==> src/logic/mpp_unused_placeholder_never.sv <==
`timescale 1ns/1ps

==> src/logic/mpp_pkg.sv <==
// What this block does
// - First port: eight bidirectional lines, each with its own pull-up select.
// - Second port: seven lines with pull-ups; top line doubles as reset input.
// - Third port: eight bidirectional lines, each with its own pull-up select.
// - Any active reset puts every pin of all ports in high impedance.
// - Clock fuses may give first port bit six to the oscillator amplifier.
// - Clock fuses may give first port bit seven to the oscillator amplifier.
// - RC clock plus async timer select turns bits seven, six into timer pins.
// - Reset disable fuse unprogrammed: top second-port line is active-low reset.
// - Reset line low beyond minimum pulse length causes a device reset.
//
// Purpose: constants and types for the port pin block
// Assumes: 100 MHz aclk, AXI4-Lite register access
// Notes: first port is index 0, second 1, third 2

package mpp_pkg;

	localparam int NPORT = 3;
	localparam int PW = 8;
	localparam logic [2:0][7:0] PORT_MASK = {8'hff, 8'h7f, 8'hff};
	localparam int RST_LINE_PORT = 1;
	localparam int RST_LINE_BIT = 6;
	localparam int XTAL_IN_BIT = 6;
	localparam int XTAL_OUT_BIT = 7;

	localparam int ADDR_W = 6;
	localparam logic [5:0] REG_DIR0 = 6'h00;
	localparam logic [5:0] REG_OUT0 = 6'h04;
	localparam logic [5:0] REG_IN0 = 6'h08;
	localparam logic [5:0] REG_STRIDE = 6'h0c;
	localparam logic [5:0] REG_CTRL = 6'h24;
	localparam logic [5:0] REG_STAT = 6'h28;
	localparam logic [5:0] REG_LAST = 6'h28;

	localparam int CTRL_TSEL = 0;
	localparam int STAT_PINRST = 0;
	localparam int STAT_RSTDIS = 1;
	localparam int STAT_XTAL = 2;
	localparam int STAT_RCSEL = 4;

	localparam logic [1:0] XT_NONE = 2'h0;
	localparam logic [1:0] XT_EXT = 2'h1;
	localparam logic [1:0] XT_FULL = 2'h2;

	localparam logic [1:0] RESP_OKAY = 2'h0;
	localparam logic [1:0] RESP_SLVERR = 2'h2;

	localparam logic [7:0] DIR_RST = 8'h00;
	localparam logic [7:0] OUT_RST = 8'h00;
	localparam logic [7:0] IN_RST = 8'hff;

	localparam int CLK_PERIOD_NS = 10;
	localparam int RST_MIN_PULSE_NS = 2500;
	localparam int RST_HOLD_NS = 1000;
	localparam int RST_MIN_CYC =
		(RST_MIN_PULSE_NS + CLK_PERIOD_NS - 1) / CLK_PERIOD_NS;
	localparam int RST_HOLD_CYC =
		(RST_HOLD_NS + CLK_PERIOD_NS - 1) / CLK_PERIOD_NS;
	localparam int CNT_W = 12;

	typedef enum logic [1:0] {RS_IDLE, RS_LOW, RS_HOLD} mpp_rst_e;

	typedef struct packed {
		logic [7:0] o;
		logic [7:0] oe;
		logic [7:0] pu;
	} mpp_pad_s;

endpackage

==> src/logic/mpp_ports.sv <==
// Purpose: three GPIO ports, oscillator pin reuse, filtered reset pin
// Assumes: fuses are static and are caught while aresetn is low
// Notes: pads are three signals each; the bench resolves the wire
`timescale 1ns/1ps
`default_nettype none

module mpp_ports
	import mpp_pkg::*;
#(
	parameter int unsigned MIN_CYC = RST_MIN_CYC,
	parameter int unsigned HOLD_CYC = RST_HOLD_CYC
)
(
	input wire logic aclk,
	input wire logic aresetn,
	input wire logic [ADDR_W-1:0] s_axi_awaddr,
	input wire logic s_axi_awvalid,
	output logic s_axi_awready,
	input wire logic [31:0] s_axi_wdata,
	input wire logic [3:0] s_axi_wstrb,
	input wire logic s_axi_wvalid,
	output logic s_axi_wready,
	output logic [1:0] s_axi_bresp,
	output logic s_axi_bvalid,
	input wire logic s_axi_bready,
	input wire logic [ADDR_W-1:0] s_axi_araddr,
	input wire logic s_axi_arvalid,
	output logic s_axi_arready,
	output logic [31:0] s_axi_rdata,
	output logic [1:0] s_axi_rresp,
	output logic s_axi_rvalid,
	input wire logic s_axi_rready,
	input wire logic [2:0][7:0] pad_in,
	output mpp_pad_s [2:0] pad,
	input wire logic reset_pin_disable_fuse,
	input wire logic [1:0] xtal_fuse_mode,
	input wire logic rc_clock_selected,
	output logic crystal_amp_input,
	output logic crystal_amp_output,
	output logic timer_osc_active,
	output logic device_reset_n
);

	logic rstdis_q;
	logic [1:0] xtal_q;
	logic rcsel_q;
	logic tsel_q;
	logic pinrst_q;
	logic [2:0][7:0] dir_q;
	logic [2:0][7:0] out_q;
	logic [2:0][7:0] s1_q;
	logic [2:0][7:0] s2_q;
	logic [2:0][7:0] s3_q;
	logic [2:0][7:0] in_q;
	logic [2:0][7:0] claim;
	mpp_rst_e rst_state_q;
	logic [CNT_W-1:0] rst_cnt_q;
	logic rst_en;
	logic any_rst;
	logic aw_full_q;
	logic w_full_q;
	logic [ADDR_W-1:0] aw_addr_q;
	logic [31:0] w_data_q;
	logic [3:0] w_strb_q;
	logic do_wr;
	logic [31:0] rd_d;

	// Fuses are straps: sampled by the clock while reset is held
	always_ff @(posedge aclk)
	begin
		if (!aresetn)
		begin
			rstdis_q <= reset_pin_disable_fuse;
			xtal_q <= xtal_fuse_mode;
			rcsel_q <= rc_clock_selected;
		end
	end

	assign rst_en = ~rstdis_q;

	// Pin inputs: three stages, a bit changes once stages two and three agree
	always_ff @(posedge aclk)
	begin
		if (!aresetn)
		begin
			s1_q <= '1;
			s2_q <= '1;
			s3_q <= '1;
			in_q <= {NPORT{IN_RST}};
		end
		else
		begin
			s1_q <= pad_in;
			s2_q <= s1_q;
			s3_q <= s2_q;
			in_q <= ((s2_q ^ s3_q) & in_q) | (~(s2_q ^ s3_q) & s3_q);
		end
	end

	// Reset pin filter: low must last MIN_CYC cycles, then reset holds
	always_ff @(posedge aclk)
	begin
		if (!aresetn)
		begin
			rst_state_q <= RS_IDLE;
			rst_cnt_q <= '0;
			device_reset_n <= 1'b1;
		end
		else
		begin
			case (rst_state_q)
				RS_IDLE:
				begin
					if (rst_en && !in_q[RST_LINE_PORT][RST_LINE_BIT])
					begin
						rst_state_q <= RS_LOW;
						rst_cnt_q <= '0;
					end
				end
				RS_LOW:
				begin
					if (in_q[RST_LINE_PORT][RST_LINE_BIT] || !rst_en)
						rst_state_q <= RS_IDLE;
					else if (rst_cnt_q >= CNT_W'(MIN_CYC - 1))
					begin
						rst_state_q <= RS_HOLD;
						rst_cnt_q <= '0;
						device_reset_n <= 1'b0;
					end
					else
						rst_cnt_q <= rst_cnt_q + 1'b1;
				end
				RS_HOLD:
				begin
					// Hold time restarts while the line is still low
					if (!in_q[RST_LINE_PORT][RST_LINE_BIT])
						rst_cnt_q <= '0;
					else if (rst_cnt_q >= CNT_W'(HOLD_CYC - 1))
					begin
						rst_state_q <= RS_IDLE;
						device_reset_n <= 1'b1;
					end
					else
						rst_cnt_q <= rst_cnt_q + 1'b1;
				end
				default:
				begin
					rst_state_q <= RS_IDLE;
					device_reset_n <= 1'b1;
				end
			endcase
		end
	end

	// Raw reset level gates the pads so tristate needs no clock edge
	assign any_rst = ~aresetn | ~device_reset_n
		| (rst_en & ~pad_in[RST_LINE_PORT][RST_LINE_BIT]);

	// Oscillator claims on first port bits six and seven, reset line claim on second port bit six
	always_comb
	begin
		claim = '0;
		timer_osc_active = rcsel_q & tsel_q;
		crystal_amp_input = ~timer_osc_active & (xtal_q != XT_NONE);
		crystal_amp_output = ~timer_osc_active & (xtal_q == XT_FULL);
		claim[0][XTAL_IN_BIT] = crystal_amp_input | timer_osc_active;
		claim[0][XTAL_OUT_BIT] = crystal_amp_output | timer_osc_active;
		claim[RST_LINE_PORT][RST_LINE_BIT] = rst_en;
	end

	// Pull-up is on for an input bit whose output latch is one
	genvar gp;
	generate
		for (gp = 0; gp < NPORT; gp++)
		begin : g_port
			logic [7:0] use_m;
			assign use_m = PORT_MASK[gp] & ~claim[gp];
			assign pad[gp].o = out_q[gp] & use_m;
			assign pad[gp].oe = any_rst ? 8'h00 : (dir_q[gp] & use_m);
			assign pad[gp].pu = any_rst ? 8'h00 : (~dir_q[gp] & out_q[gp] & use_m);
		end
	endgenerate

	// AXI4-Lite write: address and data taken in either order
	assign s_axi_awready = ~aw_full_q;
	assign s_axi_wready = ~w_full_q;
	assign do_wr = aw_full_q & w_full_q & ~s_axi_bvalid;

	always_ff @(posedge aclk)
	begin
		if (!aresetn)
		begin
			aw_full_q <= 1'b0;
			w_full_q <= 1'b0;
			aw_addr_q <= '0;
			w_data_q <= '0;
			w_strb_q <= '0;
			s_axi_bvalid <= 1'b0;
			s_axi_bresp <= RESP_OKAY;
		end
		else
		begin
			if (s_axi_awvalid && !aw_full_q)
			begin
				aw_full_q <= 1'b1;
				aw_addr_q <= s_axi_awaddr;
			end
			if (s_axi_wvalid && !w_full_q)
			begin
				w_full_q <= 1'b1;
				w_data_q <= s_axi_wdata;
				w_strb_q <= s_axi_wstrb;
			end
			if (do_wr)
			begin
				aw_full_q <= 1'b0;
				w_full_q <= 1'b0;
				s_axi_bvalid <= 1'b1;
				s_axi_bresp <= (aw_addr_q > REG_LAST || aw_addr_q[1:0] != 2'h0)
					? RESP_SLVERR : RESP_OKAY;
			end
			else if (s_axi_bvalid && s_axi_bready)
				s_axi_bvalid <= 1'b0;
		end
	end

	// Port registers; only byte lane 0 carries data
	always_ff @(posedge aclk)
	begin
		if (!aresetn)
		begin
			dir_q <= {NPORT{DIR_RST}};
			out_q <= {NPORT{OUT_RST}};
			tsel_q <= 1'b0;
		end
		else if (do_wr && w_strb_q[0])
		begin
			for (int p = 0; p < NPORT; p++)
			begin
				if (aw_addr_q == REG_DIR0 + ADDR_W'(p) * REG_STRIDE)
					dir_q[p] <= w_data_q[7:0] & PORT_MASK[p];
				if (aw_addr_q == REG_OUT0 + ADDR_W'(p) * REG_STRIDE)
					out_q[p] <= w_data_q[7:0] & PORT_MASK[p];
			end
			if (aw_addr_q == REG_CTRL)
				tsel_q <= w_data_q[CTRL_TSEL];
		end
	end

	// Pin reset flag: set wins over a write-one clear in the same cycle
	always_ff @(posedge aclk)
	begin
		if (!aresetn)
			pinrst_q <= 1'b0;
		else if (rst_state_q == RS_LOW && !device_reset_n == 1'b0
			&& rst_cnt_q >= CNT_W'(MIN_CYC - 1)
			&& !in_q[RST_LINE_PORT][RST_LINE_BIT] && rst_en)
			pinrst_q <= 1'b1;
		else if (do_wr && w_strb_q[0] && aw_addr_q == REG_STAT
			&& w_data_q[STAT_PINRST])
			pinrst_q <= 1'b0;
	end

	// Read mux
	always_comb
	begin
		rd_d = '0;
		for (int p = 0; p < NPORT; p++)
		begin
			if (s_axi_araddr == REG_DIR0 + ADDR_W'(p) * REG_STRIDE)
				rd_d[7:0] = dir_q[p];
			if (s_axi_araddr == REG_OUT0 + ADDR_W'(p) * REG_STRIDE)
				rd_d[7:0] = out_q[p];
			if (s_axi_araddr == REG_IN0 + ADDR_W'(p) * REG_STRIDE)
				rd_d[7:0] = in_q[p] & PORT_MASK[p] & ~claim[p];
		end
		if (s_axi_araddr == REG_CTRL)
			rd_d[CTRL_TSEL] = tsel_q;
		if (s_axi_araddr == REG_STAT)
		begin
			rd_d[STAT_PINRST] = pinrst_q;
			rd_d[STAT_RSTDIS] = rstdis_q;
			rd_d[STAT_XTAL +: 2] = xtal_q;
			rd_d[STAT_RCSEL] = rcsel_q;
		end
	end

	// One read in flight; a new address waits until rvalid is taken
	assign s_axi_arready = ~s_axi_rvalid;

	always_ff @(posedge aclk)
	begin
		if (!aresetn)
		begin
			s_axi_rvalid <= 1'b0;
			s_axi_rdata <= '0;
			s_axi_rresp <= RESP_OKAY;
		end
		else if (s_axi_arvalid && !s_axi_rvalid)
		begin
			s_axi_rvalid <= 1'b1;
			s_axi_rdata <= rd_d;
			s_axi_rresp <= (s_axi_araddr > REG_LAST || s_axi_araddr[1:0] != 2'h0)
				? RESP_SLVERR : RESP_OKAY;
		end
		else if (s_axi_rready)
			s_axi_rvalid <= 1'b0;
	end

endmodule // mpp_ports

`default_nettype wire

==> config.mk <==
export PLATFORM = sky130hd
export DESIGN_NAME = mpp_ports
export DESIGN_NICKNAME = d
export VERILOG_FILES = /design/src/logic/mpp_unused_placeholder_never.sv /design/src/logic/mpp_pkg.sv /design/src/logic/mpp_ports.sv
export SDC_FILE = /design/constraint.sdc
export NUM_CORES = 1
export LEC_CHECK = 0
export ABC_CLOCK_PERIOD_IN_PS = 2000
export BUFFER_PORTS_ARGS = -buffer_cell sky130_fd_sc_hd__buf_2
export CAP_MARGIN = 20
export CELL_PAD_IN_SITES_DETAIL_PLACEMENT = 0
export CELL_PAD_IN_SITES_GLOBAL_PLACEMENT = 2
export CORE_MARGIN = 5
export CORE_UTILIZATION = 28
export DETAILED_ROUTE_END_ITERATION = 12
export PLACE_DENSITY_LB_ADDON = 0.1
export SLEW_MARGIN = 20
export SYNTH_ARGS = -nofsm -noshare
export SYNTH_HDL_FRONTEND = slang
export SYNTH_SLANG_ARGS = --single-unit
==> constraint.sdc <==
create_clock -name aclk -period 2 [get_ports aclk]
set_input_delay 0.1 -clock aclk [delete_from_list [all_inputs] [get_ports aclk]]
set_output_delay 0.1 -clock aclk [all_outputs]
set_load 0.01 [all_outputs]
**After elaboration in Yosys (flattened, before gate mapping)**

Index checks and enable logic that the tools add are counted.

- Bits in registers: 194
- Bits of input ports: 83
- Output and inout bits: 117
- Word-level logic and storage cells: 191

- Add/subtract/negate cells: 1
- $lt $le $gt $ge: 4
- Equality and inequality tests: 27
- Multiplexer cells: 42
- Bitwise logic cells: 41
- Reduce and logical (&&, ||, !) cells: 40

Operators by type and width:

| kind | count |
|---|---|
| two-way mux 8 bit | 14 |
| two-way mux 12 bit | 5 |
| bitwise AND 24 bit | 2 |
| bitwise AND 8 bit | 6 |
| == test 6 x 5 -> 1 bit, second input constant | 7 |
| one-hot mux 12 bit (3 select lines) | 1 |
| == test 6 bit, second input constant | 5 |
| inverter 24 bit | 1 |
| inverter 8 bit | 3 |
| OR 24 bit | 1 |
| bitwise XOR 24 bit | 1 |
| == test 6 x 4 -> 1 bit, second input constant | 3 |
| bitwise AND 8 x 7 -> 8 bit | 2 |
| inverter 7 -> 8 bit | 2 |
| bitwise AND 7 bit | 2 |
| two-way mux 2 bit | 7 |
| AND reduction 2 bit | 7 |
| adder 12 x 1 -> 12 bit, second input constant | 1 |
| == test 6 x 3 -> 1 bit, second input constant | 2 |
| >= comparator 12 x 7 -> 1 bit, second input constant | 1 |
| >= comparator 12 x 8 -> 1 bit, second input constant | 1 |
| greater-than comparator 6 bit, second input constant | 2 |
| logical AND 1 bit | 12 |
| zero test 6 bit | 2 |
| other kinds (23) | 65 |

**Logic depth before layout (Yosys ltp)**

Gate-level depths: netlist of the first run.

- Depth after elaboration: 15
- Depth in mapped cells: 8
- Depth with buffers taken out: 7

**Least setup slack after synthesis of the first run**

OpenSTA, ideal clock, no wires.

- Kind: reg-to-reg
- Start: reg rst_cnt_q[1]
- End: reg rst_cnt_q[3]
- Library setup time: 0.096 ns
- Arrival: 1.997 ns
- Data required time: 1.904 ns
- Setup slack: -0.092 ns
- Cell stages (with the launch flop): 8
- Path through: dfxtp_1 -> inv_1 -> ha_1 -> or3b_2 -> a311o_1 -> a21boi_4 -> nand2_4 -> o41ai_2

- Word-level cells in the longest chain between the ends: 4

RTL lines:

| what | line | text |
|---|---|---|
| from (decl) | mpp_ports.sv:57 | `logic [CNT_W-1:0] rst_cnt_q;` |
| from (signal assigned) | mpp_ports.sv:131 | `rst_cnt_q <= rst_cnt_q + 1'b1;` |
| from (signal assigned) | mpp_ports.sv:144 | `rst_cnt_q <= rst_cnt_q + 1'b1;` |
| adder 12 x 1 -> 12 bit or >= comparator 12 x 8 -> 1 bit (tied branches) | mpp_ports.sv:131, mpp_ports.sv:144, mpp_ports.sv:124 |  |
| two-way mux 12 bit, on equally long branches | mpp_ports.sv:138, mpp_ports.sv:124 |  |
| two-way mux 12 bit, on equally long branches | mpp_ports.sv:136, mpp_ports.sv:122 |  |
| one-hot mux 12 bit (3 select lines) | mpp_ports.sv:111 | `case (rst_state_q)` |

Parallel ways exist; a longest one is shown, timed or not. The select of a mux whose other input is x is not followed.
A chain may end at the register's enable or synchronous reset.

**Worst setup path after layout of the first run**

- Start: reg rst_cnt_q[8]
- End: reg rst_cnt_q[6]

- Word-level cells in the longest chain between the ends: 4

RTL lines:

| what | line | text |
|---|---|---|
| >= comparator 12 x 8 -> 1 bit | mpp_ports.sv:124 | `else if (rst_cnt_q >= CNT_W'(MIN_CYC - 1))` |
| two-way mux 12 bit | mpp_ports.sv:124 |  |
| two-way mux 12 bit | mpp_ports.sv:122 | `if (in_q[RST_LINE_PORT][RST_LINE_BIT] \|\| !rst_en)` |
| one-hot mux 12 bit (3 select lines) | mpp_ports.sv:111 |  |

Parallel ways exist; a longest one is shown, timed or not. The select of a mux whose other input is x is not followed.

==> flow_summary.toml, run 1 <==
[status]
status = "finished, violations left"
violations = "negative setup slack"

[flow_run]
drv_cap = 0

[detailed_routing]
drtPass1Iterations = 5
postRouteAntennaNets = 0
wl_per_cell_um = 17.1
routed_wl_mm = 25.9
via_per_inst = 4.54
drt_iter0_markers = 362
drc_errors = 0
vias = 6890

[power_and_ir_drop]
p_per_area_mw_per_mm2 = 732
vdd_drop_max_mv = 0.454
p_leak_nw = 4.68

[cells_and_area]
syn2layout_area_growth_pct = 33.6
fin_area_mm2 = 0.0107
final_util = 0.376
fill_cells = 3010
mostFrequentLayoutCells = "dfxtp_1, buf_2, nor2_1"
diodes = 0
final_common_cell = "dfxtp_1"
drive_gt1_frac = 0.261
nets = 1209

[critical_path]
crit_end = "rst_cnt_q[6]"
r2r_cells = 6
endpoint_kind = "register"
worstSetupStartpoint = "rst_cnt_q[8]"
worstPathArrival_ns = 2.40
r2r-end = "rst_cnt_q[6]"
ff2ff_setup_slack_ns = -0.06
required_ns = 2.34
crit_type = "reg2reg"
critPathMaxFanout = 5
rr_startpoint = "rst_cnt_q[8]"
worstSetupStartpointType = "register"

[clocking]
cts_sinks = 188
clock_latency_ns = 0.44
tritoncts = "built"
htree_num_levels = 4
clkSlewWorstSetupHoldPaths_ns = 0.07
cts_buffers = 17
root_buffer = "clkbuf_16"
max-clock-path-buffers = 2

[placed_design]
port_buffers = 142
dp_hpwl_mm = 18.8
place.gp.congestion = 0.780
place_area_mm2 = 0.00935

[die]
ios = 200
core-area_mm2 = 0.0285
fp-row-count = 62
dieArea_mm2 = 0.0322
dieHeight_um = 179
die_w_um = 179
initial_core_util = 0.282

[global_route]
grt_max_degree = 78
gr-total-overflow = 0
grt_pass1_wl_mm = 40.8
grt_antenna_before_repair = 0
grt_use_total = 0.159
grt_pass1_vias = 6855

[sta]
tns_ns = -0.0865
finalHoldViolations = 0
fin_ws_ns = -0.0642
worst-slew-pin-transition_ns = 0.609
skew_ns = 0.0150
drv_slew = 0
layout_min_cycle_time_ns = 2.06
setup_viol = 8
rsz0062_at_grt = "yes"
fin_crit_sh = 1.03
relSlewSlack = 0.593
max_clock_freq_mhz = 484

[synth]
async_flop_share = 0
synth_area_mm2 = 0.00804
syn_inst = 898
ys_warn_count = 0
yosys_register_bits = 188
synth_edf_count = 4
synth_area_leader_cell = "dfxtp_1"
synth_top_area_frac = 0.458
synth_area_leaders = "dfxtp_1, mux2i_1, nand2b_1, nor2_1, buf_4"
syn_avg_cell_area_um2 = 8.95
synthDistinctLibCells = 62
synthFlopType = "dfxtp_1"
seq_area_frac_synth = 0.473

[worst_hold_path]
worstHoldPathCells = 3
hold_class = "in2reg"
[worst max-delay path, cell delays in order, from the launching register on]
cell and delay (ns):
dfxtp_2 0.32, or4_4 0.56, a311o_1 0.39, a21boi_4 0.20, buf_6 0.14, nand2_8 0.07, o41ai_4 0.29
[layer usage]
| layer | wire [um] | share of wire | vias up | GRT usage |
|---|---|---|---|---|
| met4 | 275 | 0.011 | 0 | 0.0369 |
| met1 | 11900 | 0.46 | 3276 | 0.209 |
| li1 | - | - | 3469 | - |
| met3 | 835 | 0.032 | 15 | 0.0291 |
| met2 | 12900 | 0.50 | 130 | 0.273 |
| met5 | 0 | 0 | - | 0 |
[through the flow]
| stage | setup slack (ns) | power [mW] | hold WS (ns) | instances |
|---|---|---|---|---|
| 2_1_floorplan | 0.00338 | 4.35 | 0.199 | 926 |
| 3_3_place_gp | -0.110 | 4.58 | 0.282 | 1421 |
| 3_5_place_dp | -0.150 | 4.57 | 0.283 | 1421 |
| 4_1_cts | -0.0780 | 8.00 | 0.0206 | 1507 |
| 5_1_grt | -0.155 | 8.26 | 0.0730 | 1517 |
| 6_report | -0.0642 | 7.86 | 0.0403 | 1517 |
[kinds of logic after synthesis]
kind of cell	share of synthesized area
buf+inv	0.0758
flops	0.473
fa+ha+maj	0.00934
mux	0.0599
other cells	0.000466
simple gates	0.236
compound gates	0.145
[how the worst min path moves through the flow]
stage                       from             end
5_1_grt          s_axi_araddr[0]  s_axi_rresp[1]
3_3_place_gp          pad_in[19]        s1_q[19]
2_1_floorplan  rc_clock_selected         rcsel_q
4_1_cts          s_axi_araddr[5]  s_axi_rresp[1]
6_report         s_axi_araddr[0]  s_axi_rresp[1]
3_5_place_dp          pad_in[22]        s1_q[22]
[where the power goes]
part	switching (mW)	total, mW	internal [mW]
Sequential	0.0826	3.94	3.86
Combinational	0.345	0.646	0.301
Clock	1.63	3.28	1.65
Total	2.06	7.86	5.80
[Yosys cell counts (11+ instances only)]
master	instances
mux2i_1	47
inv_1	14
buf_4	49
a21oi_1	57
nor3b_1	23
dfxtp_1	184
nor2_1	102
a211oi_1	11
and2_1	25
o21ai_0	40
nand2_1	64
clkbuf_1	45
nand3_1	21
nor2b_1	12
nand2b_1	73
[area by class of cell]
class | count | area, um^2 | area share
multi-input combinational | 625 | 3920 | 0.365
tap | 384 | 480 | 0.0447
inverter | 14 | 52.6 | 0.00489
sequential | 188 | 3810 | 0.355
timing repair buffer | 274 | 1920 | 0.179
clock inverter | 14 | 134 | 0.0125
clock buffer | 18 | 429 | 0.0399
[repair_timing]
action | 4_1_cts | 5_1_grt
pin swaps | 19 | 9
endpoints found under the hold margin | 51 | 0
buffers inserted | 5 | 10
hold buffers | 49 | 0
setup endpoints to repair | 20 | 28
resized for setup | 24 | 25
Power figures use the tool's default switching activity.
==> inputs of run 2 (changes only) <==
--- a/config.mk
+++ b/config.mk
@@ -5,14 +5,16 @@
 export SDC_FILE = /design/constraint.sdc
 export NUM_CORES = 1
 export LEC_CHECK = 0
-export ABC_CLOCK_PERIOD_IN_PS = 2000
+export ABC_AREA = 1
+export ABC_CLOCK_PERIOD_IN_PS = 2320
 export BUFFER_PORTS_ARGS = -buffer_cell sky130_fd_sc_hd__buf_2
 export CAP_MARGIN = 20
 export CELL_PAD_IN_SITES_DETAIL_PLACEMENT = 0
 export CELL_PAD_IN_SITES_GLOBAL_PLACEMENT = 2
 export CORE_MARGIN = 5
-export CORE_UTILIZATION = 28
+export CORE_UTILIZATION = 30
 export DETAILED_ROUTE_END_ITERATION = 12
+export HOLD_SLACK_MARGIN = 0.06
 export PLACE_DENSITY_LB_ADDON = 0.1
 export SLEW_MARGIN = 20
 export SYNTH_ARGS = -nofsm -noshare
==> constraint.sdc (replaced) <==
create_clock -name aclk -period 2.32 [get_ports aclk]
set_input_delay 0.116 -clock aclk [delete_from_list [all_inputs] [get_ports aclk]]
set_output_delay 0.116 -clock aclk [all_outputs]
set_load 0.01 [all_outputs]
==> run 2 against run 1 <==
Effect of this change: the flow now finishes without violations; critical path depth fell by 2; sequential share of layout area rose by 3.6 points; die area fell by 8.5%; worst hold slack improved by 0.020 ns; cell count fell by 0.79%; clock power fell by 9.8%; critical path type is now reg2out.
==> flow_summary.toml, run 2 <==
[status]
status = "complete, no violations"

[detailed_routing]
highest_layer = "met4"
wl_per_cell_um = 16.0
drtPass1Iterations = 4
met2_length_mm = 11.0
routed_wl_mm = 24.1
wl_met3_mm = 1.35
wl_met1_mm = 11.5
postRouteAntennaNets = 0
drc_errors = 0
vias = 6697
via_per_inst = 4.45
drt_iter0_markers = 317

[critical_path]
path_depth = 4
cp_slowest_stage_delay_ns = 0.53
cp_slowest_cell = "edfxtp_1"
worstPathArrival_ns = 2.16
required_ns = 2.20
worstSetupStartpoint = "rstdis_q"
r2r-end = "dir_q[2]"
ff2ff_setup_slack_ns = 0.47
cp.buffers_inverters = 2
crit_type = "reg2out"
rr_startpoint = "aw_addr_q[3]"
endpoint_kind = "primary output"
critPathMaxFanout = 46
worstSetupStartpointType = "register"
r2r_cells = 7
cp_top_family = "flip-flops"
crit_end = "pad[6]"
worstPathCellList = "o211ai_1 > buf_12 > nor4_1 > buf_2"

[sta]
worst-slew-pin-transition_ns = 0.654
hold-worst-slack_ns = 0.0606
setup_viol = 0
finalHoldViolations = 0
skew_ns = 0.0144
drv_slew = 0
rsz0062_at_grt = "no"
fin_crit_sh = 0.981
relSlewSlack = 0.560
layout_min_cycle_time_ns = 2.28
max_clock_freq_mhz = 439
tns_ns = 0

[synth]
async_flop_share = 0
seq_area_frac_synth = 0.485
synth_edf_count = 4
synth.most_common_cell = "dfxtp_1"
synthTopCellsByCount = "dfxtp_1, nor2_1, nand2_1, inv_1, o21ai_0"
synth_area_leaders = "dfxtp_1, nor2_1, o21ai_0, a21oi_1, nand2_1"
synth_area_mm2 = 0.00784
synth_top_area_frac = 0.470
syn_avg_cell_area_um2 = 7.91
synthFlopType = "dfxtp_1"
syn_inst = 991
synthDistinctLibCells = 40
ys_warn_count = 0
yosys_register_bits = 188
synth_area_leader_cell = "dfxtp_1"

[die]
initial_core_util = 0.302
core-area_mm2 = 0.0259
fp-row-count = 59
ios = 200
die_w_um = 172
dieArea_mm2 = 0.0295
dieHeight_um = 172

[cells_and_area]
mostFrequentLayoutCells = "dfxtp_1, buf_2, nor2_1"
drive_gt1_frac = 0.234
final_util = 0.376
final_common_cell = "dfxtp_1"
syn2layout_area_growth_pct = 24.4
diodes = 0
fin_area_mm2 = 0.00975
nets = 1246

[clocking]
max-clock-path-buffers = 2
cts_setup_buffers = 0
cts_buffers = 17
clkSlewWorstSetupHoldPaths_ns = 0.08
root_buffer = "clkbuf_16"
htree_num_levels = 4
cts_sinks = 188
tritoncts = "built"
clock_latency_ns = 0.43

[global_route]
grt_pass1_wl_mm = 36.9
grt_use_total = 0.165
gr-total-overflow = 0
grt_antenna_before_repair = 0
grt_max_degree = 70
grt_pass1_vias = 6339

[flow_run]
drv_cap = 0

[worst_hold_path]
hold_class = "in2reg"
worstHoldPathCells = 3

[placed_design]
dp_hpwl_mm = 17.8
port_buffers = 142
place.gp.congestion = 0.789
place_area_mm2 = 0.00867

[power_and_ir_drop]
vdd_drop_max_mv = 0.451
p_per_area_mw_per_mm2 = 710
p_total_mw = 6.92
p_leak_nw = 4.17
-- run 2: cell types whose count changed in the layout (fill, tap and decap cells not counted), moves of 47 or more --
cell / delta
o21ai_0: +55
or2_2: +68
inv_1: +92
nand2_1: +55
mux2i_1: -47
buf_4: -61
nand2b_1: -72
-- run 2: metal layers --
metal	global-route usage	vias to the layer above
li1	-	3472
met1	0.228	3055
met2	0.262	154
met3	0.0398	16
met4	0.0389	0
met5	0	-
-- run 2: how the worst min path moves through the flow --
stage | start | slack, ns | end
3_5_place_dp | reset_pin_disable_fuse | 0.29 | rstdis_q
4_1_cts | s_axi_wdata[6] | 0.07 | w_data_q[6]
2_1_floorplan | rc_clock_selected | 0.21 | rcsel_q
3_3_place_gp | reset_pin_disable_fuse | 0.29 | rstdis_q
5_1_grt | s_axi_wdata[6] | 0.08 | w_data_q[6]
6_report | s_axi_wdata[6] | 0.06 | w_data_q[6]
-- run 2: worst min-delay path: cells and delay by family --
| kind | cells | cell delay [ns] |
|---|---|---|
| compound gates | 2 | 0.26 |
| buf+inv | 1 | 0.07 |
-- run 2: cell type report --
type,count,area (um^2)
sequential,188,3800
fill,2776,16200
clock buffer,17,425
inverter,109,412
clock inverter,15,193
timing repair buffer,200,1290
tap,335,419
multi-input combinational,641,3210
-- run 2: report_power, final --
part / leakage, nW / switching (mW) / internal [mW]
combinational: 2.34 / 0.345 / 0.223
sequential: 1.54 / 0.0562 / 3.33
clock: 0.295 / 1.49 / 1.47
-- run 2: kinds of logic (layout without fill, tap and decap cells) --
kind of cell	Yosys count	in the layout	synth area share
other	1	29	0.000478
AND/OR/NAND/NOR	392	392	0.236
flip-flops	188	188	0.485
buffers and inverters	190	341	0.119
adder cells (fa/ha/maj)	6	6	0.00958
AO/OA/AOI/OAI	214	214	0.149
-- run 2: stage by stage --
step / std cells / setup slack (ns)
detailed placement: 1427 / 0.452
floorplan: 1019 / 0.765
global placement: 1427 / 0.450
CTS: 1505 / 0.147
finish: 1505 / 0.0444
global route: 1505 / 0.0594
-- run 2: timing repair --
action / in CTS / in global routing
hold buffers: 46 / 0
gates resized for setup: 0 / 0
hold endpoints to repair: 46 / 0
